===== src/ctd_decoder.sv =====
// tag command decoder: package, then the frame parser and response builder
// assumes a same-clock byte stream from the rf front end
// and a block memory that answers its registered address at once
package ctd_pkg;
    localparam logic [7:0] CMD_IDENT = 8'h00;
    localparam logic [7:0] CMD_READ = 8'h06;
    localparam logic [7:0] CMD_WRITE = 8'h08;
    localparam logic [7:0] RSP_IDENT = 8'h01;
    localparam logic [7:0] RSP_READ = 8'h07;
    localparam logic [7:0] RSP_WRITE = 8'h09;
    localparam logic [15:0] SC_ALL = 16'hffff;
    localparam logic [15:0] SC_ANY_CAT = 16'haaff;
    localparam logic [7:0] RQ_NONE = 8'h00;
    localparam logic [7:0] RQ_SYSCODE = 8'h01;
    localparam logic [7:0] RQ_PROTO = 8'h02;
    localparam logic [15:0] PROTO_CAPS = 16'h0083;
    localparam logic [7:0] ST_OK = 8'h00;
    localparam logic [7:0] ST_ERR = 8'hff;
    localparam logic [7:0] ST2_SVC_COUNT = 8'ha1;
    localparam logic [7:0] ST2_BLK_COUNT = 8'ha2;
    localparam logic [7:0] ST2_SVC_DIFF = 8'ha3;
    localparam logic [7:0] CNT_MIN = 8'h01;
    localparam logic [7:0] CNT_MAX = 8'h0f;
    localparam int ID_BYTES = 8;
    localparam int RTD_BYTES = 8;
    localparam int BLK_BYTES = 16;
    localparam int FIFO_DEPTH = 8;
    typedef enum logic [3:0] {
        S_CMD, S_SC, S_RC, S_TS, S_ID, S_SVCN, S_SVC, S_BLKN, S_BL0, S_BL1, S_BL2,
        S_DRAIN, S_TX
    } state_t;
    typedef enum logic [2:0] {
        P_CODE, P_ID, P_RTD, P_RQ, P_ST1, P_ST2, P_BN, P_DATA
    } phase_t;
    typedef enum logic [1:0] {RQK_NONE, RQK_SYSCODE, RQK_PROTO} rq_kind_t;
endpackage

`timescale 1ns/1ps

// What this block does
// - recognise identify 0x00, read 0x06 and write 0x08 command codes
// - answer identify only for 0xffff, 0xaaff or own system code
// - request byte 0x01 system code, 0x02 capability; others mean none
// - timeslot byte ignored; always answer in the single slot
// - identify answer: 0x01, identifier, time descriptor, optional 0 or 2 bytes
// - read service count must be 1 to 15, else error answer
// - all listed service identifiers must be equal, else error answer
// - read block count must be 1 to 15, else error answer
// - read answer: 0x07, identifier, two flags, count, 16 bytes per block
// - on any error drop block count and block data from answer
// - bad block count reports flags 0xff and 0xa2 unless a service error was already flagged
// - bad service count reports flags 0xff and 0xa1
module ctd_decoder #(
    parameter int MAX_BLOCKS = 15
) (
    input wire logic clk,
    input wire logic reset,
    input wire logic [63:0] card_identifier,
    input wire logic [63:0] resp_time_desc,
    input wire logic [15:0] own_system_code,
    input wire logic rx_valid,
    input wire logic [7:0] rx_data,
    input wire logic rx_last,
    output logic rx_ready,
    output logic [7:0] tx_data,
    output logic tx_last,
    output logic tx_valid,
    input wire logic tx_ready,
    output logic mem_rd,
    output logic [7:0] mem_block,
    output logic [3:0] mem_byte,
    input wire logic [7:0] mem_rdata
);
    function automatic logic is_rx(input ctd_pkg::state_t s);
        return s != ctd_pkg::S_TX;
    endfunction

    function automatic logic cnt_ok(input logic [7:0] n);
        return n >= ctd_pkg::CNT_MIN && n <= ctd_pkg::CNT_MAX;
    endfunction

    ////////////////////////////////////////////////////////////////////////////
    ctd_pkg::state_t state_q, state_d;
    ctd_pkg::phase_t ph_q, ph_d;
    ctd_pkg::rq_kind_t rq_q, rq_d;
    logic [7:0] cmd_q, cmd_d;
    logic [15:0] sc_q, sc_d;
    logic [3:0] cnt_q, cnt_d;
    logic [7:0] left_q, left_d;
    logic id_ok_q, id_ok_d;
    logic [15:0] svc0_q, svc0_d;
    logic [7:0] err_q, err_d;
    logic [7:0] blkn_q, blkn_d;
    logic [3:0] bi_q, bi_d;
    logic [7:0] blk_q [MAX_BLOCKS];
    logic [7:0] blk_d [MAX_BLOCKS];
    logic [7:0] ti_q, ti_d;
    logic rx_ready_q;
    logic mem_rd_q, mem_rd_d;
    logic [7:0] mem_block_q, mem_block_d;
    logic [3:0] mem_byte_q, mem_byte_d;
    logic acc, respond;
    ctd_pkg::state_t nxt;
    logic f_valid, f_ready, f_last;
    logic [7:0] f_data;

    assign acc = rx_valid && rx_ready_q;

    ////////////////////////////////////////////////////////////////////////////
    // frame parser
    always_comb begin
        nxt = state_q;
        cmd_d = cmd_q;
        sc_d = sc_q;
        rq_d = rq_q;
        cnt_d = cnt_q;
        left_d = left_q;
        id_ok_d = id_ok_q;
        svc0_d = svc0_q;
        err_d = err_q;
        blkn_d = blkn_q;
        bi_d = bi_q;
        blk_d = blk_q;
        respond = 1'b0;
        if (acc) begin
            cnt_d = cnt_q + 4'h1;
            case (state_q)
                ctd_pkg::S_CMD: begin
                    cmd_d = rx_data;
                    cnt_d = 4'h0;
                    id_ok_d = 1'b1;
                    err_d = ctd_pkg::ST_OK;
                    bi_d = 4'h0;
                    if (rx_data == ctd_pkg::CMD_IDENT) begin
                        nxt = ctd_pkg::S_SC;
                    end else if (rx_data == ctd_pkg::CMD_READ
                                 || rx_data == ctd_pkg::CMD_WRITE) begin
                        nxt = ctd_pkg::S_ID;
                    end else begin
                        nxt = ctd_pkg::S_DRAIN;
                    end
                end
                ctd_pkg::S_SC: begin
                    sc_d = {sc_q[7:0], rx_data};
                    if (cnt_q == 4'h1) begin
                        nxt = ctd_pkg::S_RC;
                    end
                end
                ctd_pkg::S_RC: begin
                    if (rx_data == ctd_pkg::RQ_SYSCODE) begin
                        rq_d = ctd_pkg::RQK_SYSCODE;
                    end else if (rx_data == ctd_pkg::RQ_PROTO) begin
                        rq_d = ctd_pkg::RQK_PROTO;
                    end else begin
                        rq_d = ctd_pkg::RQK_NONE;
                    end
                    nxt = ctd_pkg::S_TS;
                end
                ctd_pkg::S_TS: begin
                    nxt = ctd_pkg::S_DRAIN;
                end
                ctd_pkg::S_ID: begin
                    if (rx_data != card_identifier[8 * (7 - cnt_q[2:0]) +: 8]) begin
                        id_ok_d = 1'b0;
                    end
                    if (cnt_q == 4'(ctd_pkg::ID_BYTES - 1)) begin
                        nxt = ctd_pkg::S_SVCN;
                    end
                end
                ctd_pkg::S_SVCN: begin
                    left_d = {rx_data[6:0], 1'b0};
                    cnt_d = 4'h0;
                    if (!cnt_ok(rx_data)) begin
                        err_d = ctd_pkg::ST2_SVC_COUNT;
                        nxt = ctd_pkg::S_DRAIN;
                    end else begin
                        nxt = ctd_pkg::S_SVC;
                    end
                end
                ctd_pkg::S_SVC: begin
                    left_d = left_q - 8'h01;
                    if (cnt_q < 4'h2) begin
                        svc0_d = {svc0_q[7:0], rx_data};
                    end else if (rx_data != svc0_q[8 * (~cnt_q[0]) +: 8]) begin
                        err_d = ctd_pkg::ST2_SVC_DIFF;
                    end
                    if (cnt_q == 4'hf) begin
                        cnt_d = 4'h2;
                    end
                    if (left_q == 8'h01) begin
                        nxt = ctd_pkg::S_BLKN;
                    end
                end
                ctd_pkg::S_BLKN: begin
                    blkn_d = rx_data;
                    if (!cnt_ok(rx_data)) begin
                        if (err_q == ctd_pkg::ST_OK) begin
                            err_d = ctd_pkg::ST2_BLK_COUNT;
                        end
                        nxt = ctd_pkg::S_DRAIN;
                    end else begin
                        nxt = ctd_pkg::S_BL0;
                    end
                end
                ctd_pkg::S_BL0: begin
                    cnt_d = 4'h0;
                    nxt = rx_data[7] ? ctd_pkg::S_BL2 : ctd_pkg::S_BL1;
                end
                ctd_pkg::S_BL1, ctd_pkg::S_BL2: begin
                    if (state_q == ctd_pkg::S_BL1) begin
                        blk_d[bi_q] = rx_data;
                        nxt = ctd_pkg::S_BL2;
                    end else begin
                        if (cnt_q == 4'h0) begin
                            blk_d[bi_q] = rx_data;
                        end
                        bi_d = bi_q + 4'h1;
                        nxt = (bi_q == 4'(blkn_q - 8'h01)) ? ctd_pkg::S_DRAIN : ctd_pkg::S_BL0;
                    end
                    if (state_q == ctd_pkg::S_BL1) begin
                        cnt_d = 4'h1;
                    end else begin
                        cnt_d = 4'h0;
                    end
                end
                default: begin
                    nxt = ctd_pkg::S_DRAIN;
                end
            endcase
            if (cmd_d == ctd_pkg::CMD_IDENT) begin
                respond = sc_d == ctd_pkg::SC_ALL || sc_d == ctd_pkg::SC_ANY_CAT
                          || sc_d == own_system_code;
            end else if (cmd_d == ctd_pkg::CMD_READ || cmd_d == ctd_pkg::CMD_WRITE) begin
                respond = id_ok_d;
            end
        end
    end

    ////////////////////////////////////////////////////////////////////////////
    // response builder
    always_comb begin
        state_d = nxt;
        ph_d = ph_q;
        ti_d = ti_q;
        f_valid = 1'b0;
        f_data = 8'h00;
        f_last = 1'b0;
        if (acc && rx_last) begin
            state_d = (nxt == ctd_pkg::S_DRAIN && respond) ? ctd_pkg::S_TX : ctd_pkg::S_CMD;
            ph_d = ctd_pkg::P_CODE;
            ti_d = 8'h00;
        end
        if (state_q == ctd_pkg::S_TX) begin
            f_valid = 1'b1;
            case (ph_q)
                ctd_pkg::P_CODE: begin
                    f_data = (cmd_q == ctd_pkg::CMD_IDENT) ? ctd_pkg::RSP_IDENT :
                             (cmd_q == ctd_pkg::CMD_READ) ? ctd_pkg::RSP_READ :
                             ctd_pkg::RSP_WRITE;
                end
                ctd_pkg::P_ID: begin
                    f_data = card_identifier[8 * (7 - ti_q[2:0]) +: 8];
                end
                ctd_pkg::P_RTD: begin
                    f_data = resp_time_desc[8 * (7 - ti_q[2:0]) +: 8];
                    f_last = ti_q == 8'(ctd_pkg::RTD_BYTES - 1) && rq_q == ctd_pkg::RQK_NONE;
                end
                ctd_pkg::P_RQ: begin
                    if (rq_q == ctd_pkg::RQK_SYSCODE) begin
                        f_data = ti_q[0] ? own_system_code[7:0] : own_system_code[15:8];
                    end else begin
                        f_data = ti_q[0] ? ctd_pkg::PROTO_CAPS[7:0] : ctd_pkg::PROTO_CAPS[15:8];
                    end
                    f_last = ti_q[0];
                end
                ctd_pkg::P_ST1: begin
                    f_data = (err_q == ctd_pkg::ST_OK) ? ctd_pkg::ST_OK : ctd_pkg::ST_ERR;
                end
                ctd_pkg::P_ST2: begin
                    f_data = err_q;
                    f_last = err_q != ctd_pkg::ST_OK || cmd_q == ctd_pkg::CMD_WRITE;
                end
                ctd_pkg::P_BN: begin
                    f_data = blkn_q;
                end
                default: begin
                    f_data = mem_rdata;
                    f_last = ti_q == 8'((blkn_q * ctd_pkg::BLK_BYTES) - 1);
                end
            endcase
            if (f_ready) begin
                ti_d = ti_q + 8'h01;
                case (ph_q)
                    ctd_pkg::P_CODE: begin
                        ph_d = ctd_pkg::P_ID;
                        ti_d = 8'h00;
                    end
                    ctd_pkg::P_ID: begin
                        if (ti_q == 8'(ctd_pkg::ID_BYTES - 1)) begin
                            ph_d = (cmd_q == ctd_pkg::CMD_IDENT) ? ctd_pkg::P_RTD : ctd_pkg::P_ST1;
                            ti_d = 8'h00;
                        end
                    end
                    ctd_pkg::P_RTD: begin
                        if (ti_q == 8'(ctd_pkg::RTD_BYTES - 1)) begin
                            ph_d = ctd_pkg::P_RQ;
                            ti_d = 8'h00;
                        end
                    end
                    ctd_pkg::P_ST1: begin
                        ph_d = ctd_pkg::P_ST2;
                    end
                    ctd_pkg::P_ST2: begin
                        ph_d = ctd_pkg::P_BN;
                    end
                    ctd_pkg::P_BN: begin
                        ph_d = ctd_pkg::P_DATA;
                        ti_d = 8'h00;
                    end
                    default: begin
                    end
                endcase
                if (f_last) begin
                    state_d = ctd_pkg::S_CMD;
                end
            end
        end
        mem_rd_d = state_d == ctd_pkg::S_TX && ph_d == ctd_pkg::P_DATA;
        mem_block_d = blk_q[ti_d[7:4]];
        mem_byte_d = ti_d[3:0];
    end

    ////////////////////////////////////////////////////////////////////////////
    always_ff @(posedge clk) begin
        if (reset) begin
            state_q <= ctd_pkg::S_CMD;
            ph_q <= ctd_pkg::P_CODE;
            rq_q <= ctd_pkg::RQK_NONE;
            cmd_q <= 8'h00;
            sc_q <= 16'h0000;
            cnt_q <= 4'h0;
            left_q <= 8'h00;
            id_ok_q <= 1'b0;
            svc0_q <= 16'h0000;
            err_q <= 8'h00;
            blkn_q <= 8'h00;
            bi_q <= 4'h0;
            ti_q <= 8'h00;
            rx_ready_q <= 1'b0;
            mem_rd_q <= 1'b0;
            mem_block_q <= 8'h00;
            mem_byte_q <= 4'h0;
            for (int i = 0; i < MAX_BLOCKS; i++) begin
                blk_q[i] <= 8'h00;
            end
        end else begin
            state_q <= state_d;
            ph_q <= ph_d;
            rq_q <= rq_d;
            cmd_q <= cmd_d;
            sc_q <= sc_d;
            cnt_q <= cnt_d;
            left_q <= left_d;
            id_ok_q <= id_ok_d;
            svc0_q <= svc0_d;
            err_q <= err_d;
            blkn_q <= blkn_d;
            bi_q <= bi_d;
            ti_q <= ti_d;
            rx_ready_q <= is_rx(state_d);
            mem_rd_q <= mem_rd_d;
            mem_block_q <= mem_block_d;
            mem_byte_q <= mem_byte_d;
            blk_q <= blk_d;
        end
    end

    assign rx_ready = rx_ready_q;
    assign mem_rd = mem_rd_q;
    assign mem_block = mem_block_q;
    assign mem_byte = mem_byte_q;

    ////////////////////////////////////////////////////////////////////////////
    // response bytes queue toward the rf transmitter
    ctd_fifo #(
        .WIDTH(9),
        .DEPTH(ctd_pkg::FIFO_DEPTH)
    ) u_fifo (
        .clk(clk),
        .reset(reset),
        .in_valid(f_valid),
        .in_ready(f_ready),
        .in_data({f_last, f_data}),
        .out_valid(tx_valid),
        .out_ready(tx_ready),
        .out_data({tx_last, tx_data})
    );
endmodule


===== src/ctd_fifo.sv =====
// small synchronous fifo with a registered output stage
// assumes one clock shared by both sides
`timescale 1ns/1ps

module ctd_fifo #(
    parameter int WIDTH = 9,
    parameter int DEPTH = 8
) (
    input wire logic clk,
    input wire logic reset,
    input wire logic in_valid,
    output logic in_ready,
    input wire logic [WIDTH-1:0] in_data,
    output logic out_valid,
    input wire logic out_ready,
    output logic [WIDTH-1:0] out_data
);
    localparam int AW = (DEPTH > 1) ? $clog2(DEPTH) : 1;

    logic [WIDTH-1:0] mem_q [DEPTH];
    logic [WIDTH-1:0] mem_d [DEPTH];
    logic [AW-1:0] wr_q, wr_d, rd_q, rd_d;
    logic [AW:0] cnt_q, cnt_d;
    logic ov_q, ov_d;
    logic [WIDTH-1:0] od_q, od_d;
    logic push, pop;

    ////////////////////////////////////////////////////////////////////////////
    always_comb begin
        mem_d = mem_q;
        push = in_valid && in_ready;
        pop = cnt_q != '0 && (!ov_q || out_ready);
        wr_d = wr_q;
        rd_d = rd_q;
        ov_d = ov_q && !out_ready;
        od_d = od_q;
        if (push) begin
            mem_d[wr_q] = in_data;
            wr_d = (wr_q == AW'(DEPTH - 1)) ? '0 : wr_q + AW'(1);
        end
        if (pop) begin
            od_d = mem_q[rd_q];
            ov_d = 1'b1;
            rd_d = (rd_q == AW'(DEPTH - 1)) ? '0 : rd_q + AW'(1);
        end
        cnt_d = cnt_q + (AW + 1)'(push) - (AW + 1)'(pop);
    end

    always_ff @(posedge clk) begin
        if (reset) begin
            wr_q <= '0;
            rd_q <= '0;
            cnt_q <= '0;
            ov_q <= 1'b0;
            od_q <= '0;
        end else begin
            wr_q <= wr_d;
            rd_q <= rd_d;
            cnt_q <= cnt_d;
            ov_q <= ov_d;
            od_q <= od_d;
            mem_q <= mem_d;
        end
    end

    assign in_ready = cnt_q != (AW + 1)'(DEPTH);
    assign out_valid = ov_q;
    assign out_data = od_q;
endmodule


===== config.mk =====
export PLATFORM = sky130hd
export DESIGN_NAME = ctd_decoder
export DESIGN_NICKNAME = d
export VERILOG_FILES = /design/src/ctd_decoder.sv /design/src/ctd_fifo.sv
export SDC_FILE = /design/constraint.sdc
export NUM_CORES = 1
export LEC_CHECK = 0
export BUFFER_PORTS_ARGS = -buffer_cell sky130_fd_sc_hd__buf_4
export CORE_MARGIN = 2
export CORE_UTILIZATION = 50
export CTS_CLUSTER_DIAMETER = 100
export DETAILED_ROUTE_END_ITERATION = 7
export MAX_ROUTING_LAYER = met4
export PLACE_DENSITY = 0.7
export REMOVE_ABC_BUFFERS = 1
export SKIP_LAST_GASP = 1
export SLEW_MARGIN = 10
export SYNTH_ARGS = -nofsm -noshare
export SYNTH_HDL_FRONTEND = slang
export SYNTH_SLANG_ARGS = --single-unit

===== constraint.sdc =====
create_clock -name clk -period 7.55 [get_ports clk]
set_clock_uncertainty 0.1 [all_clocks]
set_input_delay 1.51 -clock clk [delete_from_list [all_inputs] [get_ports clk]]
set_output_delay 1.51 -clock clk [all_outputs]
set_load 0.01 [all_outputs]

---- Word level (Yosys, flattened, before mapping) ----
Index checks and enable logic that the tools add are counted.
storage, ports and cells
  register bits ........................... 316
  word-level logic and storage cells ...... 253
cells by class
  eq/ne operators ......................... 50
  $lt $le $gt $ge ......................... 9
  $add $sub $neg .......................... 12
  mux-type cells .......................... 81
  shift-type cells ........................ 4
  reduce and logical (&&, ||, !) cells .... 46
  bitwise gates (word level) .............. 6
operators with widths
  kind                                                  count
  2-to-1 mux 120 bit                                    2
  indexed part select 64 x 33 -> 8 bit                  3
  2-to-1 mux 8 bit                                      19
  bitwise mux 120 bit                                   1
  bitwise mux 72 bit                                    1
  2-to-1 mux 4 bit                                      16
  one-hot mux 8 bit (7 select lines)                    1
  one-hot mux 4 bit (9 select lines)                    1
  indexed part select 16 x 33 -> 8 bit                  1
  binary-select mux 8 bit (select 4 bit)                1
  demux 8 bit (select 4 bit)                            1
  equality test 16 bit (second input constant)          2
  equality test 8 x 3 -> 1 bit (second input constant)  4
  logical NOT 8 bit                                     4
  2-to-1 mux 16 bit                                     2
  one-hot mux 8 bit (2 select lines)                    2
  one-hot mux 8 bit (4 select lines)                    1
  inverter 1 -> 29 bit                                  1
  equality test 4 bit (second input constant)           7
  binary-select mux 9 bit (select 3 bit)                1
  demux 9 bit (select 3 bit)                            1
  2-to-1 mux 9 bit                                      3
  equality test 8 x 4 -> 1 bit (second input constant)  3
  2-to-1 mux 3 bit                                      8
  other kinds (55)                                      122

---- Longest topological paths before layout ----
Gate-level depths: netlist (run 1).
  word-level depth ........................ 16
  depth in mapped cells ................... 12
  gate-level depth less buffers ........... 10

---- Hierarchy ----
Synthesis (run 1) repeated with hierarchy kept, for this count alone.
second synthesis, totals
  cell total of the unflattened synthesis .. 1566
  area total of the unflattened synthesis .. 15803.9 um^2
modules (own cells, without submodules)
  module       area an instance (um^2)  cells each  instances
  ctd_decoder  12149.2                  1335        1
  ctd_fifo     3654.8                   231         1

---- Worst setup path before layout (run 1) ----
No wires, ideal clock.
  path type ............................... input port to flip-flop
  start ................................... in rx_data[4]
  end ..................................... reg mem_rd_q, in the netlist mem_rd
  cell stages on the path ................. 8
  arrival ................................. 3.600 ns
  buffers on the path ..................... 1
  slack ................................... 3.783 ns
  path through ............................ buf_2 or4_4 a211o_1 a221oi_2 a32o_2 a21oi_2 or4b_1 a21oi_2
on the way
  word-level cells in the longest chain between the ends .. 15
  elaborated cells between the ends (all ways) .. 41
  classes of those cells .................. 2 x order compare; 10 x eq/ne; 20 x mux; 9 x reduce/logical
ends and longest elaborated chain
  item                                                                  line                source
  start, declared                                                       ctd_decoder.sv:62   input wire logic [7:0] rx_data,
  branches (longest 9 deep; another with >= comparator 8 x 1 -> 1 bit)  n/a
  2-to-1 mux 4 bit (*)                                                  ctd_decoder.sv:248  if (acc && rx_last) begin
  2-to-1 mux 4 bit                                                      ctd_decoder.sv:323  if (f_last) begin
  2-to-1 mux 4 bit                                                      ctd_decoder.sv:291  if (f_ready) begin
  2-to-1 mux 4 bit (*)                                                  ctd_decoder.sv:253  if (state_q == ctd_pkg::S_TX) begin
  equality test 4 bit (*)                                               ctd_decoder.sv:328  mem_rd_d = state_d == ctd_pkg::S_TX && ph_d == ctd_pkg::P_DATA;
  logical AND 1 bit (*)                                                 ctd_decoder.sv:328
  end signal, assigned                                                  ctd_decoder.sv:371  mem_rd_q <= mem_rd_d;
  end, declared                                                         ctd_decoder.sv:99   logic mem_rd_q, mem_rd_d;
Mark *: on every way between the ends. The select of a mux whose other input is x is not followed.
A chain may end at the register's enable or synchronous reset.

---- Worst setup path after layout (run 1) ----
  start ................................... reg ti_q[0]
  end ..................................... reg mem_block_q[6], in the netlist mem_block[6]
on the way
  word-level cells in the longest chain between the ends .. 9
  elaborated cells between the ends (all ways) .. 10
  classes of those cells .................. 1 x add/sub; 1 x eq/ne; 7 x mux; 1 x bitwise
ends and longest elaborated chain
  item                                                                         line                                                        source
  start, declared                                                              ctd_decoder.sv:97                                           logic [7:0] ti_q, ti_d;
  start signal, assigned                                                       ctd_decoder.sv:369                                          ti_q <= ti_d;
  adder 8 x 1 -> 8 bit / equality test 8 x 3 -> 1 bit (equally long branches)  ctd_decoder.sv:292, ctd_decoder.sv:299, ctd_decoder.sv:305
  2-to-1 mux 8 bit                                                             ctd_decoder.sv:299, ctd_decoder.sv:305
  one-hot mux 8 bit (2 select lines) (*)                                       ctd_decoder.sv:293                                          case (ph_q)
  2-to-1 mux 8 bit (*)                                                         ctd_decoder.sv:291
  2-to-1 mux 8 bit (*)                                                         ctd_decoder.sv:253
  inverter 4 -> 5 bit (implied by the code) (*)                                ctd_decoder.sv:329                                          mem_block_d = blk_q[ti_d[7:4]];
  binary-select mux 8 bit (select 4 bit) (*)                                   ctd_decoder.sv:329
  2-to-1 mux 8 bit (implied by the code) (*) (2 in series)                     ctd_decoder.sv:329
  end signal, assigned                                                         ctd_decoder.sv:372                                          mem_block_q <= mem_block_d;
  end, declared                                                                ctd_decoder.sv:100                                          logic [7:0] mem_block_q, mem_block_d;
Every way passes the cells marked *; elsewhere a longest branch is shown, timed or not. The select of a mux whose other input is x is not followed.

==> results of run 1 <==
-- report_power, final --
part | switching (uW) | internal (uW)
combinational | 307 | 311
sequential | 60.5 | 1640
clock | 622 | 836
-- registers in the layout (all words and copies together) (netlist names), 3 cells and up --
| signal | flops |
|---|---|
| u_fifo.out_data | 9 |
| blkn_q | 8 |
| blk_q | 120 |
| u_fifo.cnt_q | 4 |
| u_fifo.rd_q | 3 |
| ti_q | 8 |
| sc_q | 16 |
| cnt_q | 4 |
| state_q | 4 |
| ph_q | 3 |
| err_q | 3 |
| bi_q | 4 |
| u_fifo.wr_q | 3 |
| cmd_q | 8 |
| mem_block | 8 |
| left_q | 8 |
| u_fifo.mem_q | 72 |
-- worst max-delay path by stage --
stage                        from                       to  slack, ns
6_report       ti_q[0]$_SDFF_PP0_  mem_block[6]$_SDFF_PP0_       3.35
5_1_grt        ti_q[0]$_SDFF_PP0_  mem_block[0]$_SDFF_PP0_       2.95
4_1_cts        ti_q[0]$_SDFF_PP0_  mem_block[6]$_SDFF_PP0_       3.37
3_5_place_dp             rx_valid  mem_block[2]$_SDFF_PP0_       3.15
3_3_place_gp             rx_valid  mem_block[2]$_SDFF_PP0_       3.20
2_1_floorplan  ti_q[0]$_SDFF_PP0_  mem_block[0]$_SDFF_PP0_       2.63
-- per-stage QoR --
stage / hold WS (ns) / util, % / setup WS [ns]
final: 0.364 / 58.4 / 3.35
after global routing: 0.389 / 58.4 / 2.95
after CTS: 0.369 / 58.4 / 3.37
after detailed placement: 0.361 / 55.3 / 3.15
after global placement: 0.354 / 55.3 / 3.20
after floorplan: 0.335 / - / 2.63
-- cells by family after synthesis --
| family | synth area share [%] |
|---|---|
| and+or+nand+nor | 16.5 |
| muxes | 22.5 |
| xor gates and xnor gates | 2.42 |
| buffers and inverters | 4.23 |
| adders and majority gates | 1.78 |
| DFF | 41.3 |
| AOI/OAI and AO/OA | 11.3 |
-- area by class of cell --
cell class / count / area (um2)
timing repair buffer: 199 / 1500
multi-input combinational: 1133 / 8670
sequential: 291 / 6550
clock inverter: 15 / 118
inverter: 36 / 135
tap: 402 / 503
clock buffer: 41 / 863
fill: 2670 / 13100
-- synthesized netlist by cell type (all sizes together), types with 3 or more instances --
cell type  count  area, um2
a2111oi        5       43.8
a211o          3       26.3
a211oi        20        150
a21oi         67        347
a221oi         4       41.3
a222oi         5       50.1
a22o           3       26.3
a22oi          9       67.6
a2bb2oi        9       78.8
a311oi         3       43.8
a31oi         10       68.8
and2          10       62.6
and3           8       50.1
buf           36        186
clkbuf        93        349
dfxtp        219       4380
edfxtp        72       2160
ha            21        263
inv           35        131
mux2          26        293
mux2i        161       1610
mux4          74       1670
nand2        121        454
nand2b        10       62.6
nand3         71        355
nand3b         7       52.6
nand4         20        125
nor2         201        757
nor2b         20        125
nor3          25        135
nor3b          3       22.5
nor4          11       87.6
o211ai        29        223
o21ai         66        330
o22ai          7       43.8
o31ai          4       30.0
or2            4       25.0
or3            5       31.3
or3b           8       70.1
or4           10       86.3
xnor2          9       78.8
xor2          27        236
-- worst reg2reg max path, cell delays in order, from the launching register on --
cell	delay [ns]
dfxtp_2	0.31
buf_4	0.60
ha_1	0.35
and4bb_1	0.28
nand3_1	0.22
a311oi_4	0.99
o22ai_1	0.23
nor4_2	0.81
a2bb2oi_1	0.14
nand4_1	0.11
-- per-layer routing --
metal	track usage, %	up-vias	share of wire [%]
met4	6.52	0	2.1
met1	40.7	6427	44
met5	-	-	0
met2	46.0	507	47
li1	-	6050	-
met3	3.91	78	6.8
==> impl_metrics.py, run 1 <==
metrics = {
    "power": {
        "p_leak_uw": 0.00724,
        "power_uw": 3770,
        "vdd_ir_drop_max_uv": 174,
        "power.density_nw_per_um2": 206,
    },
    "logic_synthesis": {
        "seq_area_frac_synth_pct": 41.3,
        "ys_types": 89,
        "postSynthAreaPerCell_um2": 9.98,
        "synthFlopType": "dfxtp_1",
        "yosys_warnings": 0,
        "synth_edf_count": 72,
        "synth-seq-cells": 291,
        "async_flop_share_pct": 0,
        "synthCells": 1589,
        "synth_area_um2": 15900,
    },
    "grt": {
        "track_usage_pct": 29.3,
        "grt_antenna_before_repair": 0,
        "grt_max_degree": 107,
        "grt_pass1_wl_um": 74000,
        "grt_remaining_overflow": 0,
        "grt_pass1_vias": 12600,
    },
    "clocking": {
        "cts_tree": "yes",
        "insertion_delay_ns": 0.56,
        "cts_buffers": 31,
        "cts_resized": 0,
        "post-cts-setup-buffers": 0,
        "cts_max_path_buffers": 3,
        "cts_root_buf": "clkbuf_16",
        "htreeDepth": 1,
        "clock-sinks": 291,
        "clk_pin_slew_ns": 0.06,
        "ctsHoldBuffers": 0,
    },
    "worst_setup_path": {
        "cpPeakStageDelay_ns": 0.99,
        "arrival_ns": 4.58,
        "reg2regPathDepth": 9,
        "cp_max_fo": 50,
        "critPathBufInv": 1,
        "crit_path_end_kind": "register",
        "cp.required_ns": 7.93,
        "start_kind": "register",
        "critical_path_depth": 9,
        "slowest_stage": "a311oi_4",
        "r2r-start": "ti_q[0]$_SDFF_PP0_",
        "ff2ff_setup_slack_ns": 3.35,
        "crit_chain": "buf_4 -> ha_1 -> and4bb_1 -> nand3_1 -> a311oi_4 -> o22ai_1 -> nor4_2 -> a2bb2oi_1 -> nand4_1",
        "cpLargestDelayFamily": "simple AND/OR/NAND/NOR gates",
        "path_class": "register to register",
        "r2r-end": "mem_block[6]$_SDFF_PP0_",
    },
    "routing": {
        "post_drt_wl_per_cell_um": 22.2,
        "via_per_inst": 6.17,
        "postRouteAntennaNets": 0,
        "first_pass_iters": 6,
        "drt_iter0_markers": 1378,
        "drt-total-wl_um": 47000,
        "vias": 13100,
        "drc": 0,
    },
    "placed_design": {
        "hpwl_um": 33100,
        "io_buffers": 188,
        "placed_area_um2": 17400,
        "placed_cells": 2061,
        "gp_congestion": 0.971,
    },
    "final_layout": {
        "layout_commonest_cell": "dfxtp_1",
        "final_cell_mix": "218 x dfxtp_1, 200 x nor2_1, 198 x buf_4, 161 x mux2i_1, 121 x nand2_1",
        "final_net_count": 1879,
        "n_antenna_cell": 0,
        "final_cells": 2117,
        "layout-area-overhead-vs-synth_pct": 15.6,
        "drive_above_1_share_pct": 22.4,
        "fin_area_um2": 18300,
    },
    "job": {
        "maxCapViolations": 0,
    },
    "sta": {
        "finalSetupViolations": 0,
        "slew_violations": 0,
        "period_minus_slack_ns": 4.20,
        "hold_viol": 0,
        "max_freq_mhz": 238,
        "worst_pin_slew_ns": 1.25,
        "grt_setup_unrepaired": "no",
        "maxSlewHeadroom_pct": 16.3,
        "fin_tns_setup_ns": 0,
        "post-route-period-util_pct": 55.7,
    },
    "die": {
        "die_height_um": 182,
        "start_util_pct": 50.5,
        "die_w_um": 182,
        "ios": 189,
        "rows": 65,
        "dieArea_um2": 33100,
        "core_region_area_um2": 31400,
    },
    "min_path": {
        "hold_path_end": "left_q[1]$_SDFFE_PP0P_",
        "hp-start": "left_q[1]$_SDFFE_PP0P_",
        "worstHoldPathType": "register to register",
        "holdPathStages": 2,
    },
    "run_status": {
        "status": "finished clean",
    },
}
Note: power is estimated with default switching activity, not from simulation.
==> inputs of run 2 (changes only) <==
- PLACE_DENSITY: 0.7 -> 0.73
- clock period: 7.55 -> 3.46 ns (I/O delays scaled with it)
==> impl_metrics.py, run 2 (synthesis results as in run 1) <==
metrics = {
    "run_status": {
        "status": "finished clean",
    },
    "sta": {
        "fin_tns_setup_ns": 0,
        "period_minus_slack_ns": 3.11,
        "hold_viol": 0,
        "worst_pin_slew_ns": 1.03,
        "layout_setup_ws_ns": 0.352,
        "maxSlewHeadroom_pct": 31.1,
        "grt_setup_unrepaired": "no",
        "max_freq_mhz": 322,
        "post-route-period-util_pct": 89.8,
        "slew_violations": 0,
        "finalSetupViolations": 0,
    },
    "die": {
        "die_height_um": 182,
        "rows": 65,
        "start_util_pct": 50.5,
        "die_w_um": 182,
        "dieArea_um2": 33100,
        "ios": 189,
        "core_region_area_um2": 31400,
    },
    "placed_design": {
        "io_buffers": 188,
        "place_ws_ns": 0.342,
        "placed_area_um2": 17800,
        "hpwl_um": 35700,
        "gp_congestion": 1.00,
    },
    "clocking": {
        "ctsHoldBuffers": 0,
        "cts_tree": "yes",
        "clk_pin_slew_ns": 0.06,
        "clock-sinks": 291,
        "cts_resized": 0,
        "cts_max_path_buffers": 3,
        "cts_root_buf": "clkbuf_16",
        "htreeDepth": 1,
        "cts_buffers": 31,
        "post-cts-setup-buffers": 0,
        "insertion_delay_ns": 0.56,
    },
    "worst_setup_path": {
        "crit_start": "state_q[3]$_SDFF_PP0_",
        "r2r-start": "state_q[3]$_SDFF_PP0_",
        "cp.required_ns": 3.81,
        "crit_path_end_kind": "register",
        "cpPeakStageDelay_ns": 0.90,
        "arrival_ns": 3.46,
        "ff2ff_setup_slack_ns": 0.35,
        "path_class": "register to register",
        "cp_max_fo": 16,
        "crit_chain": "nor4b_4 -> mux2i_1 -> o221ai_1 -> nor3_1 -> a41oi_1 -> or4_4 -> o211a_1",
        "reg2regPathDepth": 7,
        "slowest_stage": "nor4b_4",
        "start_kind": "register",
        "worstSetupEndpoint": "rx_ready$_SDFF_PP0_",
        "r2r-end": "rx_ready$_SDFF_PP0_",
    },
    "routing": {
        "via_per_inst": 6.19,
        "post_drt_wl_per_cell_um": 22.6,
        "drc": 0,
        "drt-total-wl_um": 49200,
        "vias": 13500,
        "drt_iter0_markers": 1316,
        "first_pass_iters": 6,
        "postRouteAntennaNets": 0,
    },
    "final_layout": {
        "largest_reg_flops": 120,
        "final_net_count": 1940,
        "top_register": "blk_q",
        "fin_area_um2": 18900,
        "multi_input_area_um2": 8660,
        "seqCellArea_um2": 6550,
        "reg_top3": "blk_q x120, u_fifo.mem_q x72, sc_q x16",
        "layout-area-overhead-vs-synth_pct": 19.2,
        "drive_above_1_share_pct": 25.1,
        "n_antenna_cell": 0,
        "layout_commonest_cell": "buf_4",
        "final_cell_mix": "256 x buf_4, 218 x dfxtp_1, 200 x nor2_1, 161 x mux2i_1, 121 x nand2_1",
        "fillers": 2598,
    },
    "grt": {
        "grt_antenna_before_repair": 0,
        "grt_remaining_overflow": 0,
        "track_usage_pct": 30.4,
        "grt_pass1_wl_um": 76200,
        "grt_max_degree": 91,
        "grt_pass1_vias": 13100,
    },
    "power": {
        "p_leak_uw": 0.00761,
        "switchingPower_uw": 2220,
        "clkPwrFrac_pct": 40.1,
        "power_frac_comb_pct": 16.7,
        "p_int_uw": 6320,
        "seq_power_share_pct": 43.2,
        "vdd_ir_drop_max_uv": 393,
        "power.density_nw_per_um2": 451,
        "power_switching_share_pct": 26.0,
    },
    "min_path": {
        "worstHoldPathType": "primary input to register",
    },
    "job": {
        "maxCapViolations": 0,
    },
}
## run 2: worst max-delay path, delay by kind of cell (launching register included)
kind | cells | cell delay [ns]
flops | 1 | 0.39
compound gates | 3 | 0.49
simple gates | 3 | 1.74
mux | 1 | 0.26
## run 2: per-layer routing
layer | vias up | global-route usage (%) | wire, um
met5 | - | - | 0
met4 | 0 | 8.29 | 1460
met3 | 102 | 2.67 | 3100
met2 | 577 | 48.5 | 23200
met1 | 6643 | 41.8 | 21500
li1 | 6166 | - | -
## run 2: area by class of cell
class,instances,share of cell area [%]
well taps,402,2.66
repair buffers,260,10.5
multi-input cells,1133,45.8
flip-flops and latches,291,34.6
clock inverters,19,1.15
inverters,36,0.715
clock buffers,39,4.48
## run 2: how the worst min path moves through the flow
| stage | from | to | slack, ns | cells past startpoint |
|---|---|---|---|---|
| 2_1_floorplan | rq_q[0]$_SDFFE_PP0P_ | rq_q[0]$_SDFFE_PP0P_ | 0.33 | 2 |
| 3_3_place_gp | left_q[1]$_SDFFE_PP0P_ | left_q[1]$_SDFFE_PP0P_ | 0.35 | 2 |
| 3_5_place_dp | blk_q[0]$_SDFFE_PP0P_ | mem_block[0]$_SDFF_PP0_ | 0.36 | 2 |
| 4_1_cts | tx_ready | u_fifo.out_valid$_SDFF_PP0_ | 0.34 | 3 |
| 5_1_grt | rx_data[1] | sc_q[1]$_SDFFE_PP0P_ | 0.37 | 3 |
| 6_report | tx_ready | u_fifo.out_valid$_SDFF_PP0_ | 0.36 | 3 |
## run 2: stage by stage
| stage | hold WS, ns | total power, uW | std cells | util [%] |
|---|---|---|---|---|
| after global routing | 0.375 | 8840 | 2180 | 60.2 |
| after detailed placement | 0.365 | 5180 | 2122 | 56.8 |
| after CTS | 0.336 | 8570 | 2180 | 60.2 |
| after global placement | 0.352 | 5120 | 2122 | 56.8 |
| final | 0.356 | 8530 | 2180 | 60.2 |
| after floorplan | 0.335 | 4550 | 1460 | - |
## run 2: power by group through the flow
stage               clock network (uW)  logic, uW  registers [uW]
floorplan                            0        727            3820
global placement                     0       1360            3760
detailed placement                   0       1410            3770
CTS                               3460       1420            3690
global route                      3590       1550            3700
finish                            3420       1420            3690
